**src/low_speed_timer_pkg.sv**
```systemverilog
// Constants and types for the low-speed timer control block
package low_speed_timer_pkg;

    // Register map
    localparam logic [7:0] CTRL_OFFSET       = 8'h4a;
    localparam logic [7:0] CTRL_RESET_VALUE  = 8'h00;

    // Field positions inside the control register
    localparam int         LATCH_ENABLE_BIT  = 7;
    localparam int         LATCH_PERIOD_LSB  = 4;
    localparam int         TILT_DURATION_LSB = 0;

    // Low-speed tick timing
    localparam int         CLOCK_HZ          = 100_000_000;
    localparam int         SLOW_CLOCK_HZ     = 10;
    localparam int         TICK_CYCLES       = CLOCK_HZ / SLOW_CLOCK_HZ;

    // Duration encodings in low-speed ticks
    localparam logic [4:0] TILT_BASE_TICKS   = 5'h10;
    localparam logic [4:0] TILT_STEP_TICKS   = 5'h02;
    localparam logic [6:0] LATCH_BASE_TICKS  = 7'h02;
    localparam logic [2:0] LATCH_MAX_CODE    = 3'h5;

    // Control register layout
    typedef struct packed {
        logic       latchFeatureEnable;
        logic [2:0] latchPeriod;
        logic       reserved;
        logic [2:0] tiltDuration;
    } timer_ctrl_type;

endpackage
```
**src/low_speed_timer_control.sv**
```systemverilog
// Tilt-35 validation timer and event-pin temporary latch on a 10 Hz tick
//
// Notes on behaviour
// - Both durations count 10 Hz low-speed ticks.
// - Tilt code selects 1.6 s to 3.0 s.
// - Latch code selects 200 ms doubling, 6400 ms.
// - Latch active only while bit 7 set.
// - Control register resets to zero, host-written.
`timescale 1ns/10ps

module low_speed_timer_control
    import low_speed_timer_pkg::*;
#(
    parameter int TICK_CYCLES_P = TICK_CYCLES
) (
    // Clock and reset
    input  wire logic       clock,
    input  wire logic       reset,
    // Register write port
    input  wire logic       regWrite,
    input  wire logic [7:0] regAddr,
    input  wire logic [7:0] regWdata,
    // Detector side
    input  wire logic       tiltCondition,
    input  wire logic       eventIn,
    // Results
    output logic            tiltValid,
    output logic            eventOut,
    output logic [7:0]      controlValue
);

    localparam int TICK_WIDTH = $clog2(TICK_CYCLES_P + 1);
    localparam logic [TICK_WIDTH-1:0] TICK_LAST = TICK_WIDTH'(TICK_CYCLES_P - 1);

    // Tilt duration code to tick count
    function automatic logic [4:0] tiltTicks(input logic [2:0] code);
        tiltTicks = TILT_BASE_TICKS + 5'(code) * TILT_STEP_TICKS;
    endfunction

    // Latch period code to tick count; reserved codes clamp to the longest
    function automatic logic [6:0] latchTicks(input logic [2:0] code);
        logic [2:0] shift;
        shift = (code > LATCH_MAX_CODE) ? LATCH_MAX_CODE : code;
        latchTicks = LATCH_BASE_TICKS << shift;
    endfunction

    timer_ctrl_type        ctrl_ff;
    logic [TICK_WIDTH-1:0] prescale_ff;
    logic                  tick_ff;
    logic                  tiltPrev_ff;
    logic [4:0]            tiltCount_ff;
    logic                  tiltValid_ff;
    logic                  latchActive_ff;
    logic [6:0]            latchCount_ff;
    logic                  eventOut_ff;
    logic                  nxt_latchActive;
    logic [6:0]            nxt_latchCount;
    logic [4:0]            tiltTarget;
    logic [6:0]            latchTarget;
    logic                  tiltRise;

    assign tiltTarget   = tiltTicks(ctrl_ff.tiltDuration);
    assign latchTarget  = latchTicks(ctrl_ff.latchPeriod);
    assign tiltRise     = tiltCondition && !tiltPrev_ff;
    assign tiltValid    = tiltValid_ff;
    assign eventOut     = eventOut_ff;
    assign controlValue = ctrl_ff;

    always_ff @(posedge clock) begin
        if (reset) begin
            ctrl_ff <= timer_ctrl_type'(CTRL_RESET_VALUE);
        end else if (regWrite && regAddr == CTRL_OFFSET) begin
            ctrl_ff <= timer_ctrl_type'(regWdata);
        end
    end

    // low-speed tick generator
    // Shared free-running divider: a restart may see its first tick early
    always_ff @(posedge clock) begin
        if (reset || prescale_ff == TICK_LAST) begin
            prescale_ff <= '0;
        end else begin
            prescale_ff <= prescale_ff + 1'b1;
        end
    end

    always_ff @(posedge clock) begin
        if (reset) begin
            tick_ff <= 1'b0;
        end else begin
            tick_ff <= (prescale_ff == TICK_LAST);
        end
    end

    // Tilt condition edge tracking
    always_ff @(posedge clock) begin
        if (reset) begin
            tiltPrev_ff <= 1'b0;
        end else begin
            tiltPrev_ff <= tiltCondition;
        end
    end

    // tilt count restart
    // Saturates at the target so a shorter code written later still validates
    always_ff @(posedge clock) begin
        if (reset || tiltRise || !tiltCondition) begin
            tiltCount_ff <= '0;
        end else if (tick_ff && tiltCount_ff < tiltTarget) begin
            tiltCount_ff <= tiltCount_ff + 1'b1;
        end
    end

    always_ff @(posedge clock) begin
        if (reset) begin
            tiltValid_ff <= 1'b0;
        end else begin
            tiltValid_ff <= tiltCondition && !tiltRise && (tiltCount_ff >= tiltTarget);
        end
    end

    // latch period sequencing
    // Events arriving while latched are absorbed until the period ends
    always_comb begin
        nxt_latchActive = latchActive_ff;
        nxt_latchCount  = latchCount_ff;
        if (!ctrl_ff.latchFeatureEnable) begin
            nxt_latchActive = 1'b0;
            nxt_latchCount  = '0;
        end else if (!latchActive_ff && eventIn) begin
            nxt_latchActive = 1'b1;
            nxt_latchCount  = '0;
        end else if (latchActive_ff && latchCount_ff >= latchTarget) begin
            // A shorter period written mid-latch ends it at once
            nxt_latchActive = 1'b0;
            nxt_latchCount  = '0;
        end else if (latchActive_ff && tick_ff) begin
            if (latchCount_ff + 7'h01 >= latchTarget) begin
                nxt_latchActive = 1'b0;
                nxt_latchCount  = '0;
            end else begin
                nxt_latchCount = latchCount_ff + 7'h01;
            end
        end
    end

    always_ff @(posedge clock) begin
        if (reset) begin
            latchActive_ff <= 1'b0;
            latchCount_ff  <= '0;
        end else begin
            latchActive_ff <= nxt_latchActive;
            latchCount_ff  <= nxt_latchCount;
        end
    end

    always_ff @(posedge clock) begin
        if (reset) begin
            eventOut_ff <= 1'b0;
        end else if (ctrl_ff.latchFeatureEnable) begin
            eventOut_ff <= nxt_latchActive;
        end else begin
            eventOut_ff <= eventIn;
        end
    end
endmodule

```
**config.mk**
```make
export PLATFORM = sky130hd
export DESIGN_NAME = low_speed_timer_control
export DESIGN_NICKNAME = d
export VERILOG_FILES = /design/src/low_speed_timer_pkg.sv /design/src/low_speed_timer_control.sv
export SDC_FILE = /design/constraint.sdc
export NUM_CORES = 1
export LEC_CHECK = 0
export BUFFER_PORTS_ARGS = -buffer_cell sky130_fd_sc_hd__buf_2
export CORE_ASPECT_RATIO = 0.7
export CORE_MARGIN = 2
export CORE_UTILIZATION = 52
export DETAILED_ROUTE_END_ITERATION = 10
export PLACE_DENSITY = 0.85
export SETUP_SLACK_MARGIN = 0.4
export SYNTH_ARGS = -nofsm -noshare
export SYNTH_HDL_FRONTEND = slang
export SYNTH_SLANG_ARGS = --single-unit
```
**constraint.sdc**
```tcl
create_clock -name clock -period 2.2 [get_ports clock]
set_input_delay 0 -clock clock [delete_from_list [all_inputs] [get_ports clock]]
set_output_delay 0 -clock clock [all_outputs]
set_load 0.03 [all_outputs]
```
==> results of run 1 <==
## routing by layer
metal | up-vias | part of all wire, % | track usage [%]
li1 | 1107 | - | -
met1 | 1071 | 47 | 25.87
met2 | 58 | 47 | 35.98
met3 | 15 | 4.2 | 4.491
met4 | 0 | 2.4 | 6.538
met5 | - | 0 | 0
## power groups by stage
| stage | combinational [mW] | sequential (mW) | clock (mW) |
|---|---|---|---|
| 3_3_place_gp | 0.0486 | 0.919 | 0 |
| 6_report | 0.0693 | 0.896 | 0.555 |
| 2_1_floorplan | 0.0242 | 0.920 | 0 |
| 4_1_cts | 0.0654 | 0.895 | 0.570 |
| 3_5_place_dp | 0.0502 | 0.920 | 0 |
| 5_1_grt | 0.0750 | 0.897 | 0.603 |
## flip-flops by register name, summed over array words and instances (netlist names)
| name | cells |
|---|---|
| tiltCount_ff | 5 |
| latchCount_ff | 7 |
| latchActive_ff | 1 |
| prescale_ff | 24 |
| tick_ff | 1 |
| controlValue | 8 |
| tiltPrev_ff | 1 |
| tiltValid | 1 |
| eventOut | 1 |
## synthesized netlist by cell type, drive strengths merged, types with 3 or more instances
cell type | number | area share, %
xnor2 | 8 | 2.8
o21ai | 10 | 2.0
nor3 | 7 | 1.6
o211ai | 3 | 0.88
or3 | 4 | 0.98
nor2b | 3 | 0.74
nor4 | 3 | 1.9
ha | 18 | 8.8
xor2 | 20 | 6.9
a21oi | 12 | 2.5
nor2 | 48 | 7.2
nand4 | 8 | 2.2
nand3 | 23 | 5.0
nor4b | 3 | 1.0
dfxtp | 49 | 39
a21o | 3 | 0.88
and3 | 4 | 1.0
nand2 | 22 | 3.3
mux2i | 8 | 3.1
inv | 6 | 0.88
## stage by stage
step           std cells  hold slack, ns
2_1_floorplan        283         0.09031
6_report             411         0.02943
3_3_place_gp         380          0.2346
3_5_place_dp         380          0.2411
5_1_grt              411         0.03074
4_1_cts              403         0.02427
## worst paths after layout
check / end / slack [ns] / from / cells after the start
hold / removal: controlValue[1]$_SDFFE_PP0P_ / 0.03 / reset / 2
setup / recovery: eventOut$_SDFF_PP0_ / 0.08 / latchCount_ff[2]$_SDFFE_PP0P_ / 11
setup reg to reg: eventOut$_SDFF_PP0_ / 0.08 / latchCount_ff[2]$_SDFFE_PP0P_ / 11
hold reg to reg: prescale_ff[0]$_SDFF_PP0_ / 0.48 / prescale_ff[0]$_SDFF_PP0_ / 1
## area by class of cell
cell class                      instances  area [um^2]  share of cell area, %
Multi-Input combinational cell        224         1689                  51.61
Sequential cell                        49         1005                  30.70
Timing Repair Buffer                   55        377.9                  11.54
Tap cell                               69        86.33                  2.638
Clock buffer                            5        68.82                  2.102
Clock inverter                          3        23.77                 0.7263
Inverter                                6        22.52                 0.6881
## timing repair
item	in CTS	in global routing
hold endpoints to repair	11	0
gates resized for setup	9	28
endpoints found under the setup margin	32	36
hold buffers	10	0
pin swaps	8	19
buffers inserted	5	8
## critical path: cells and delay by family (launching register included)
kind / cells / cell delay (ns)
AO/OA/AOI/OAI: 3 / 0.45
buffers and inverters: 2 / 0.26
AND/OR/NAND/NOR: 4 / 0.45
flip-flops: 1 / 0.39
adder cells (fa/ha/maj): 1 / 0.32
XOR/XNOR: 1 / 0.15
## cell families after synthesis
| kind of cell | Yosys count | share of synthesized area (%) |
|---|---|---|
| multiplexers | 8 | 3.147 |
| AND/OR/NAND/NOR | 134 | 27.93 |
| adder cells (fa/ha/maj) | 18 | 8.850 |
| flip-flops | 49 | 38.54 |
| XOR/XNOR | 28 | 9.636 |
| buffers and inverters | 10 | 1.770 |
| AO/OA/AOI/OAI | 36 | 10.13 |
==> run_results.csv, run 1 <==
group,metric,value,unit
synthesis,synth-edff-count,0,
sta,finalSetupTns,0,ns
clock_tree,cts_sinks,49,
sta,hold_violations,0,
cells_and_area,stdcell_area,3273,um^2
setup_path,cp_slowest_cell,"dfxtp_4",
synthesis,syn_area,2545,um^2
sta,rsz0062_at_grt,"true",
grt,grt_pass1_vias,2143,
synthesis,synthesis.nets,322,
die,placementRows,21,
sta,drv_slew,0,
power,ir_drop,0.0002028,V
power,p_leak,1.337,nW
sta,worst_slack,0.07528,ns
sta,slew_headroom,64.04,%
cells_and_area,mostFrequentLayoutCells,"45 x nor2_1, 38 x dfxtp_1, 30 x buf_2",
clock_tree,tritoncts,"yes",
synthesis,async_reset_ff_share,0,%
cells_and_area,drive_gt1_share,30.70,%
power,swShare,23.76,%
grt,grt_max_degree,24,
detailed_routing,drt_iter0_markers,99,
power,power_density,464.7,nW/um^2
die,initial_core_util,53.51,%
setup_path,cp.arrival,2.33,ns
setup_path,cp.required,2.40,ns
power,p_sw,0.3613,mW
power,clockPowerShare,36.5,%
synthesis,syn_inst,283,
setup_path,crit_path_cell_trace,"and3_4 > nand3_4 > xnor2_2 > ha_1 > buf_4 > nand3_2 > a21oi_2 > a211oi_4 > buf_6 > o211ai_1 > nand2_1",
clock_tree,clockBufferDepth,2,
sta,fin_crit_sh,96.58,%
die,die_area,5479,um^2
clock_tree,clock_latency,0.31,ns
power,power.total,1.521,mW
detailed_routing,routed_wirelength,5840,um
detailed_routing,drc,0,
cells_and_area,final_common_cell,"nor2_1",
place,place_congestion,0.8538,
die,die_h,62.53,um
grt,overflow,0,
clock_tree,cts_buffers,5,
detailed_routing,post_drt_via_cell_ratio,5.477,
cells_and_area,n_fill_cell,328,
synthesis,synth_flop_cell,"dfxtp_1",
sta,clock_skew,0.009294,ns
setup_path,path_class,"reg2reg",
clock_tree,cts_root_buffer,"clkbuf_8",
place,place_area,2826,um^2
grt,grt_first_pass_wirelength,9142,um
cells_and_area,nets,380,
detailed_routing,via_count,2251,
cells_and_area,final_util,68.82,%
die,core,4756,um^2
die,die_w,87.62,um
cells_and_area,diodes,0,
cells_and_area,syn_to_final_growth,28.61,%
detailed_routing,drt_pass1_iterations,4,
worst_hold_path,hold_path_class,"in2reg",
clock_tree,cts-htree-levels,2,
sta,period_needed,2.125,ns
setup_path,cp-end-kind,"register",
detailed_routing,avgRoutedWirePerCell,14.21,um
detailed_routing,ant_nets,0,
place,post-place-ws,0.04820,ns
synthesis,ys_ff_latch,49,
sta,max_clock_freq,470.7,MHz
grt,grt_antenna_before_repair,0,
sta,tightestPinTransition,0.5379,ns
synthesis,avgSynthCellArea,8.993,um^2
place,io_buffers,30,
power,sequentialPowerShare,58.9,%
clock_tree,cts.clk_slew.worst_paths,0.10,ns
grt,grtUsageTotal,20.89,%
synthesis,yosysUniqueCellTypes,45,
synthesis,yosysSeqAreaShare,38.54,%
power,p_int,1.160,mW
flow_run,cap_violations,0,
sta,setup_viol,0,
setup_path,worst_path_largest_cell_delay,0.39,ns
outcome,status,"complete, no violations",
setup_path,start_kind,"register",
setup_path,worst-path-max-fanout,7,
place,dp_hpwl,3611,um
synthesis,ys_warn_count,0,
die,io_pins,31,
power,pwr-share-comb,4.6,%
(Power assumes the default switching activity.)
==> run 2: changes to the inputs <==
--- a/config.mk
+++ b/config.mk
@@ -8,10 +8,11 @@
 export BUFFER_PORTS_ARGS = -buffer_cell sky130_fd_sc_hd__buf_2
 export CORE_ASPECT_RATIO = 0.7
 export CORE_MARGIN = 2
-export CORE_UTILIZATION = 52
+export CORE_UTILIZATION = 49
 export DETAILED_ROUTE_END_ITERATION = 10
-export PLACE_DENSITY = 0.85
+export PLACE_DENSITY = 0.82
 export SETUP_SLACK_MARGIN = 0.4
+export SKIP_LAST_GASP = 1
 export SYNTH_ARGS = -nofsm -noshare
 export SYNTH_HDL_FRONTEND = slang
 export SYNTH_SLANG_ARGS = --single-unit
==> run_results.csv, run 2 (same netlist as run 1, synthesis figures left out) <==
group,metric,value,unit
die,die_w,90.14,um
setup_path,cp.buffers_inverters,2,
setup_path,r2r-start,"latchCount_ff[1]$_SDFFE_PP0P_",
power,power_density,498.3,nW/um^2
outcome,status,"complete, no violations",
detailed_routing,ant_nets,0,
grt,grt_first_pass_wirelength,9804,um
cells_and_area,diodes,0,
clock_tree,cts_root_buffer,"clkbuf_8",
setup_path,crit_path_cell_trace,"ha_4 > and3_4 > nand3_4 > xnor2_2 > ha_1 > buf_6 > a211oi_4 > buf_6 > nand3_2 > a21oi_2",
cells_and_area,final_common_cell,"nor2_1",
flow_run,cap_violations,0,
setup_path,reg2reg_depth,10,
cells_and_area,largest_reg_flops,24,
die,die_h,64.30,um
power,power.total,1.615,mW
detailed_routing,drt_pass1_iterations,4,
setup_path,path_class,"reg2reg",
sta,period_needed,2.152,ns
power,p_leak,1.332,nW
setup_path,timing.rr.end,"latchCount_ff[1]$_SDFFE_PP0P_",
power,ir_drop,0.0005648,V
clock_tree,clock_latency,0.31,ns
detailed_routing,routed_wirelength,6001,um
sta,fin_crit_sh,97.82,%
setup_path,worst-path-max-fanout,4,
cells_and_area,final_util,66.31,%
sta,rsz0062_at_grt,"true",
setup_path,cp.arrival,2.39,ns
die,die_area,5795,um^2
grt,grtUsageTotal,21.35,%
cells_and_area,n_fill_cell,396,
place,place_area,2841,um^2
grt,grt_max_degree,17,
sta,clock_skew,0.008009,ns
detailed_routing,via_count,2210,
clock_tree,cts_buffers,5,
die,io_pins,31,
sta,setup_viol,0,
sta,slew_headroom,58.00,%
grt,grt_antenna_before_repair,0,
sta,drv_slew,0,
worst_hold_path,hold_path_class,"in2reg",
detailed_routing,drt_iter0_markers,157,
die,placementRows,21,
clock_tree,clockBufferDepth,2,
setup_path,crit_path_frequent_cell,"buf_6",
setup_path,cp.depth,10,
sta,tightestPinTransition,0.6281,ns
cells_and_area,nets,379,
detailed_routing,drc,0,
setup_path,timing.reg2reg.setup_slack,0.05,ns
cells_and_area,stdcell_area,3241,um^2
detailed_routing,avgRoutedWirePerCell,14.64,um
sta,worst_slack,0.04797,ns
cells_and_area,mostFrequentLayoutCells,"45 x nor2_1, 40 x dfxtp_1, 30 x buf_2",
die,initial_core_util,52.07,%
setup_path,start_kind,"register",
place,dp_hpwl,4152,um
sta,hold_violations,0,
cells_and_area,largest_register,"prescale_ff",
setup_path,crit_start,"latchCount_ff[1]$_SDFFE_PP0P_",
clock_tree,tritoncts,"yes",
clock_tree,cts_sinks,49,
grt,grt_pass1_vias,2123,
clock_tree,cts-htree-levels,2,
clock_tree,cts.clk_slew.worst_paths,0.09,ns
cells_and_area,drive_gt1_share,28.74,%
setup_path,crit_end,"latchCount_ff[1]$_SDFFE_PP0P_",
setup_path,worst_path_largest_cell_delay,0.38,ns
sta,max_clock_freq,464.7,MHz
cells_and_area,syn_to_final_growth,27.34,%
setup_path,cp_slowest_cell,"dfxtp_4",
die,core,4887,um^2
detailed_routing,post_drt_via_cell_ratio,5.390,
setup_path,cp-end-kind,"register",
setup_path,cp_top_family,"adder cells",
place,io_buffers,30,
setup_path,cp.required,2.44,ns
grt,overflow,0,
place,post-place-ws,0.02657,ns
place,place_congestion,0.7921,
==> run 2: cell count changes in the layout (fill, tap and decap cells not counted), moves of 2 or more <==
cell,before,now
a21oi_1,6,8
a21oi_2,6,4
dfxtp_1,38,40
dfxtp_2,7,5
o21ai_0,8,10
==> run 2: report_power, final <==
part           total (mW)  internal [mW]  switching [mW]
registers           0.896          0.888         0.00746
logic              0.0687         0.0379          0.0308
clock network       0.651          0.341           0.310
==> run 2: worst register-to-register path: stages (launching register included) <==
cell and delay (ns):
dfxtp_4 0.38, ha_4 0.13, and3_4 0.21, nand3_4 0.08, xnor2_2 0.16, ha_1 0.32, buf_6 0.13, a211oi_4 0.32
buf_6 0.16, nand3_2 0.06, a21oi_2 0.13
==> run 2: per-stage QoR <==
stage	hold WS, ns	instances	setup TNS (ns)
3_3_place_gp	0.2289	382	0
4_1_cts	0.03006	409	0
2_1_floorplan	0.09031	283	0
3_5_place_dp	0.2392	382	0
6_report	0.03399	410	0
5_1_grt	0.04554	410	-0.1203
==> run 2: final cells by class <==
| class | count | area (um^2) | share of cell area, % |
|---|---|---|---|
| Multi-Input combinational cell | 224 | 1650 | 50.93 |
| Inverter | 6 | 22.52 | 0.6950 |
| Sequential cell | 49 | 1002 | 30.93 |
| Timing Repair Buffer | 54 | 366.6 | 11.31 |
| Tap cell | 69 | 86.33 | 2.664 |
| Clock inverter | 3 | 43.79 | 1.351 |
| Clock buffer | 5 | 68.82 | 2.124 |
==> run 2: worst min-delay path by stage <==
stage	from	endpoint	cells past startpoint
after floorplan	reset	tiltPrev_ff$_SDFF_PP0_	1
after global placement	regWdata[7]	controlValue[7]$_SDFFE_PP0P_	3
after detailed placement	regWdata[7]	controlValue[7]$_SDFFE_PP0P_	3
after global routing	reset	controlValue[2]$_SDFFE_PP0P_	2
after CTS	reset	prescale_ff[6]$_SDFF_PP0_	2
final	reset	controlValue[0]$_SDFFE_PP0P_	2
==> run 2: metal layers <==
layer | vias up | track usage (%) | routed length [um]
met3 | 13 | 4.363 | 217
met1 | 1047 | 26.55 | 2704
met2 | 36 | 36.18 | 2930
met5 | - | 0 | 0
met4 | 0 | 9.423 | 149
li1 | 1114 | - | -
==> run 2: what timing repair did <==
| action | in CTS | in global routing |
|---|---|---|
| setup endpoints to repair | 33 | 33 |
| buffers inserted | 9 | 1 |
| hold endpoints to repair | 11 | 0 |
| pin swaps | 7 | 13 |
| gates resized for setup | 8 | 18 |
| hold buffers | 10 | 0 |
==> run 3: changes to the inputs <==
--- a/config.mk
+++ b/config.mk
@@ -5,12 +5,12 @@
 export SDC_FILE = /design/constraint.sdc
 export NUM_CORES = 1
 export LEC_CHECK = 0
-export BUFFER_PORTS_ARGS = -buffer_cell sky130_fd_sc_hd__buf_2
 export CORE_ASPECT_RATIO = 0.7
 export CORE_MARGIN = 2
-export CORE_UTILIZATION = 49
+export CORE_UTILIZATION = 48
 export DETAILED_ROUTE_END_ITERATION = 10
-export PLACE_DENSITY = 0.82
+export DONT_BUFFER_PORTS = 1
+export PLACE_DENSITY = 0.66
 export SETUP_SLACK_MARGIN = 0.4
 export SKIP_LAST_GASP = 1
 export SYNTH_ARGS = -nofsm -noshare
==> run_results.csv, run 3 (same netlist as run 1, synthesis figures left out) <==
group,metric,value,unit
outcome,status,"complete, no violations",
detailed_routing,post_drt_via_cell_ratio,5.275,
cells_and_area,layout.cells.non_filler,396,
die,initial_core_util,49.18,%
die,die_area,5910,um^2
cells_and_area,largest_reg_flops,24,
clock_tree,clock_latency,0.30,ns
worst_hold_path,whs_path_depth,3,
sta,tightestPinTransition,0.5533,ns
power,pwr-share-comb,3.3,%
detailed_routing,via_count,2089,
cells_and_area,multi_input_area,1654,um^2
grt,grtUsageTotal,18.69,%
grt,grt_pass1_vias,1906,
clock_tree,tritoncts,"yes",
power,sequentialPowerShare,60.9,%
grt,grt_antenna_before_repair,0,
setup_path,cp.arrival,2.36,ns
cells_and_area,ff_latch_area,1008,um^2
sta,rsz0062_at_grt,"true",
cells_and_area,diodes,0,
detailed_routing,drt_pass1_iterations,4,
sta,hold_violations,0,
clock_tree,cts_root_buffer,"clkbuf_8",
clock_tree,cts_sinks,49,
sta,fin_crit_sh,96.07,%
detailed_routing,ant_nets,0,
die,die_h,64.92,um
die,io_pins,31,
grt,overflow,0,
cells_and_area,final_common_cell,"nor2_1",
setup_path,cp.required,2.45,ns
clock_tree,cts-htree-levels,2,
worst_hold_path,hold_path_class,"in2reg",
setup_path,start_kind,"register",
sta,clock_skew,0.009660,ns
detailed_routing,avgRoutedWirePerCell,13.83,um
setup_path,cp-end-kind,"register",
sta,max_clock_freq,473.1,MHz
setup_path,path_class,"reg2reg",
die,die_w,91.03,um
power,clockPowerShare,35.8,%
die,core,5175,um^2
setup_path,worst-path-max-fanout,4,
place,place_inst,358,
power,p_leak,1.241,nW
power,ir_drop,0.0003038,V
grt,grt_max_degree,24,
detailed_routing,drt_iter0_markers,91,
clock_tree,clockBufferDepth,2,
cells_and_area,final_util,61.46,%
clock_tree,cts.clk_slew.worst_paths,0.10,ns
setup_path,reg2reg_depth,9,
cells_and_area,n_fill_cell,473,
sta,finalSetupTns,0,ns
die,placementRows,22,
sta,period_needed,2.114,ns
place,dp_hpwl,3604,um
place,io_buffers,0,
cells_and_area,largest_register,"prescale_ff",
sta,slew_headroom,62.99,%
cells_and_area,nets,362,
power,p_sw,0.3311,mW
sta,drv_slew,0,
power,power_density,461.8,nW/um^2
clock_tree,cts_buffers,5,
detailed_routing,drc,0,
cells_and_area,syn_to_final_growth,24.98,%
cells_and_area,stdcell_area,3181,um^2
cells_and_area,mostFrequentLayoutCells,"45 x nor2_1, 39 x dfxtp_1, 24 x buf_4",
cells_and_area,drive_gt1_share,24.07,%
sta,setup_viol,0,
place,place_area,2730,um^2
detailed_routing,routed_wirelength,5477,um
place,place_congestion,0.8253,
grt,grt_first_pass_wirelength,8776,um
flow_run,cap_violations,0,
power,swShare,22.54,%
power,p_int,1.138,mW
run 3: changes by cell type in the layout (fill, tap and decap cells not counted), moves of 2 or more:
| cell | previous run | this run |
|---|---|---|
| buf_2 | 30 | 0 |
| clkbuf_1 | 0 | 2 |
| dfxtp_4 | 4 | 6 |
| buf_4 | 11 | 24 |
| buf_6 | 3 | 1 |
run 3: power by group through the flow:
| stage | registers [mW] | logic [mW] | clock network (mW) |
|---|---|---|---|
| after floorplan | 0.920 | 0.0242 | 0 |
| after global placement | 0.921 | 0.0283 | 0 |
| after detailed placement | 0.921 | 0.0285 | 0 |
| after CTS | 0.897 | 0.0474 | 0.539 |
| after global routing | 0.896 | 0.0534 | 0.571 |
| final | 0.895 | 0.0486 | 0.526 |
run 3: area by class of cell:
| type | instances | area share, % |
|---|---|---|
| clock buffer | 7 | 2.400 |
| clock inverter | 1 | 0.2360 |
| inverter | 6 | 0.7081 |
| multi-input combinational | 224 | 52.01 |
| sequential | 49 | 31.71 |
| tap | 72 | 2.832 |
| timing repair buffer | 37 | 10.11 |
run 3: critical path, stage by stage (launching register included):
cell and delay [ns]:
dfxtp_4 0.38, and3_4 0.21, nand3_2 0.09, xnor2_1 0.20
ha_1 0.28, a21o_1 0.19, a211oi_4 0.35, buf_4 0.18
o211ai_1 0.10, nand2_1 0.08
run 3: per-layer routing:
metal	up-vias	global-route usage (%)	wire length, um
met5	-	0	0
met4	0	3.977	46
met3	5	4.884	244
met2	38	28.89	2420
met1	972	26.35	2765
li1	1074	-	-
run 3: path summary, 6_finish.rpt:
path / start / to / slack (ns)
setup / recovery: latchCount_ff[0]$_SDFFE_PP0P_ / eventOut$_SDFF_PP0_ / 0.09
hold / removal: reset / prescale_ff[0]$_SDFF_PP0_ / 0.06
setup reg to reg: latchCount_ff[0]$_SDFFE_PP0P_ / eventOut$_SDFF_PP0_ / 0.09
hold reg to reg: prescale_ff[0]$_SDFF_PP0_ / prescale_ff[0]$_SDFF_PP0_ / 0.45
run 3: per-stage QoR:
step / setup WS (ns) / hold WS, ns / power [mW]
2_1_floorplan: 0.2446 / 0.09031 / 0.9445
3_3_place_gp: 0.1239 / 0.06815 / 0.9494
3_5_place_dp: 0.08357 / 0.06927 / 0.9498
4_1_cts: 0.08085 / 0.05791 / 1.483
5_1_grt: -0.02217 / 0.06318 / 1.521
6_report: 0.08647 / 0.05902 / 1.469
run 3: repair_timing:
item | in CTS | in global routing
gates cloned | 0 | 0
setup endpoints to repair | 32 | 36
gates resized for setup | 5 | 22
hold buffers | 11 | 0
buffers inserted | 4 | 15
pin swaps | 8 | 18
hold endpoints to repair | 16 | 0
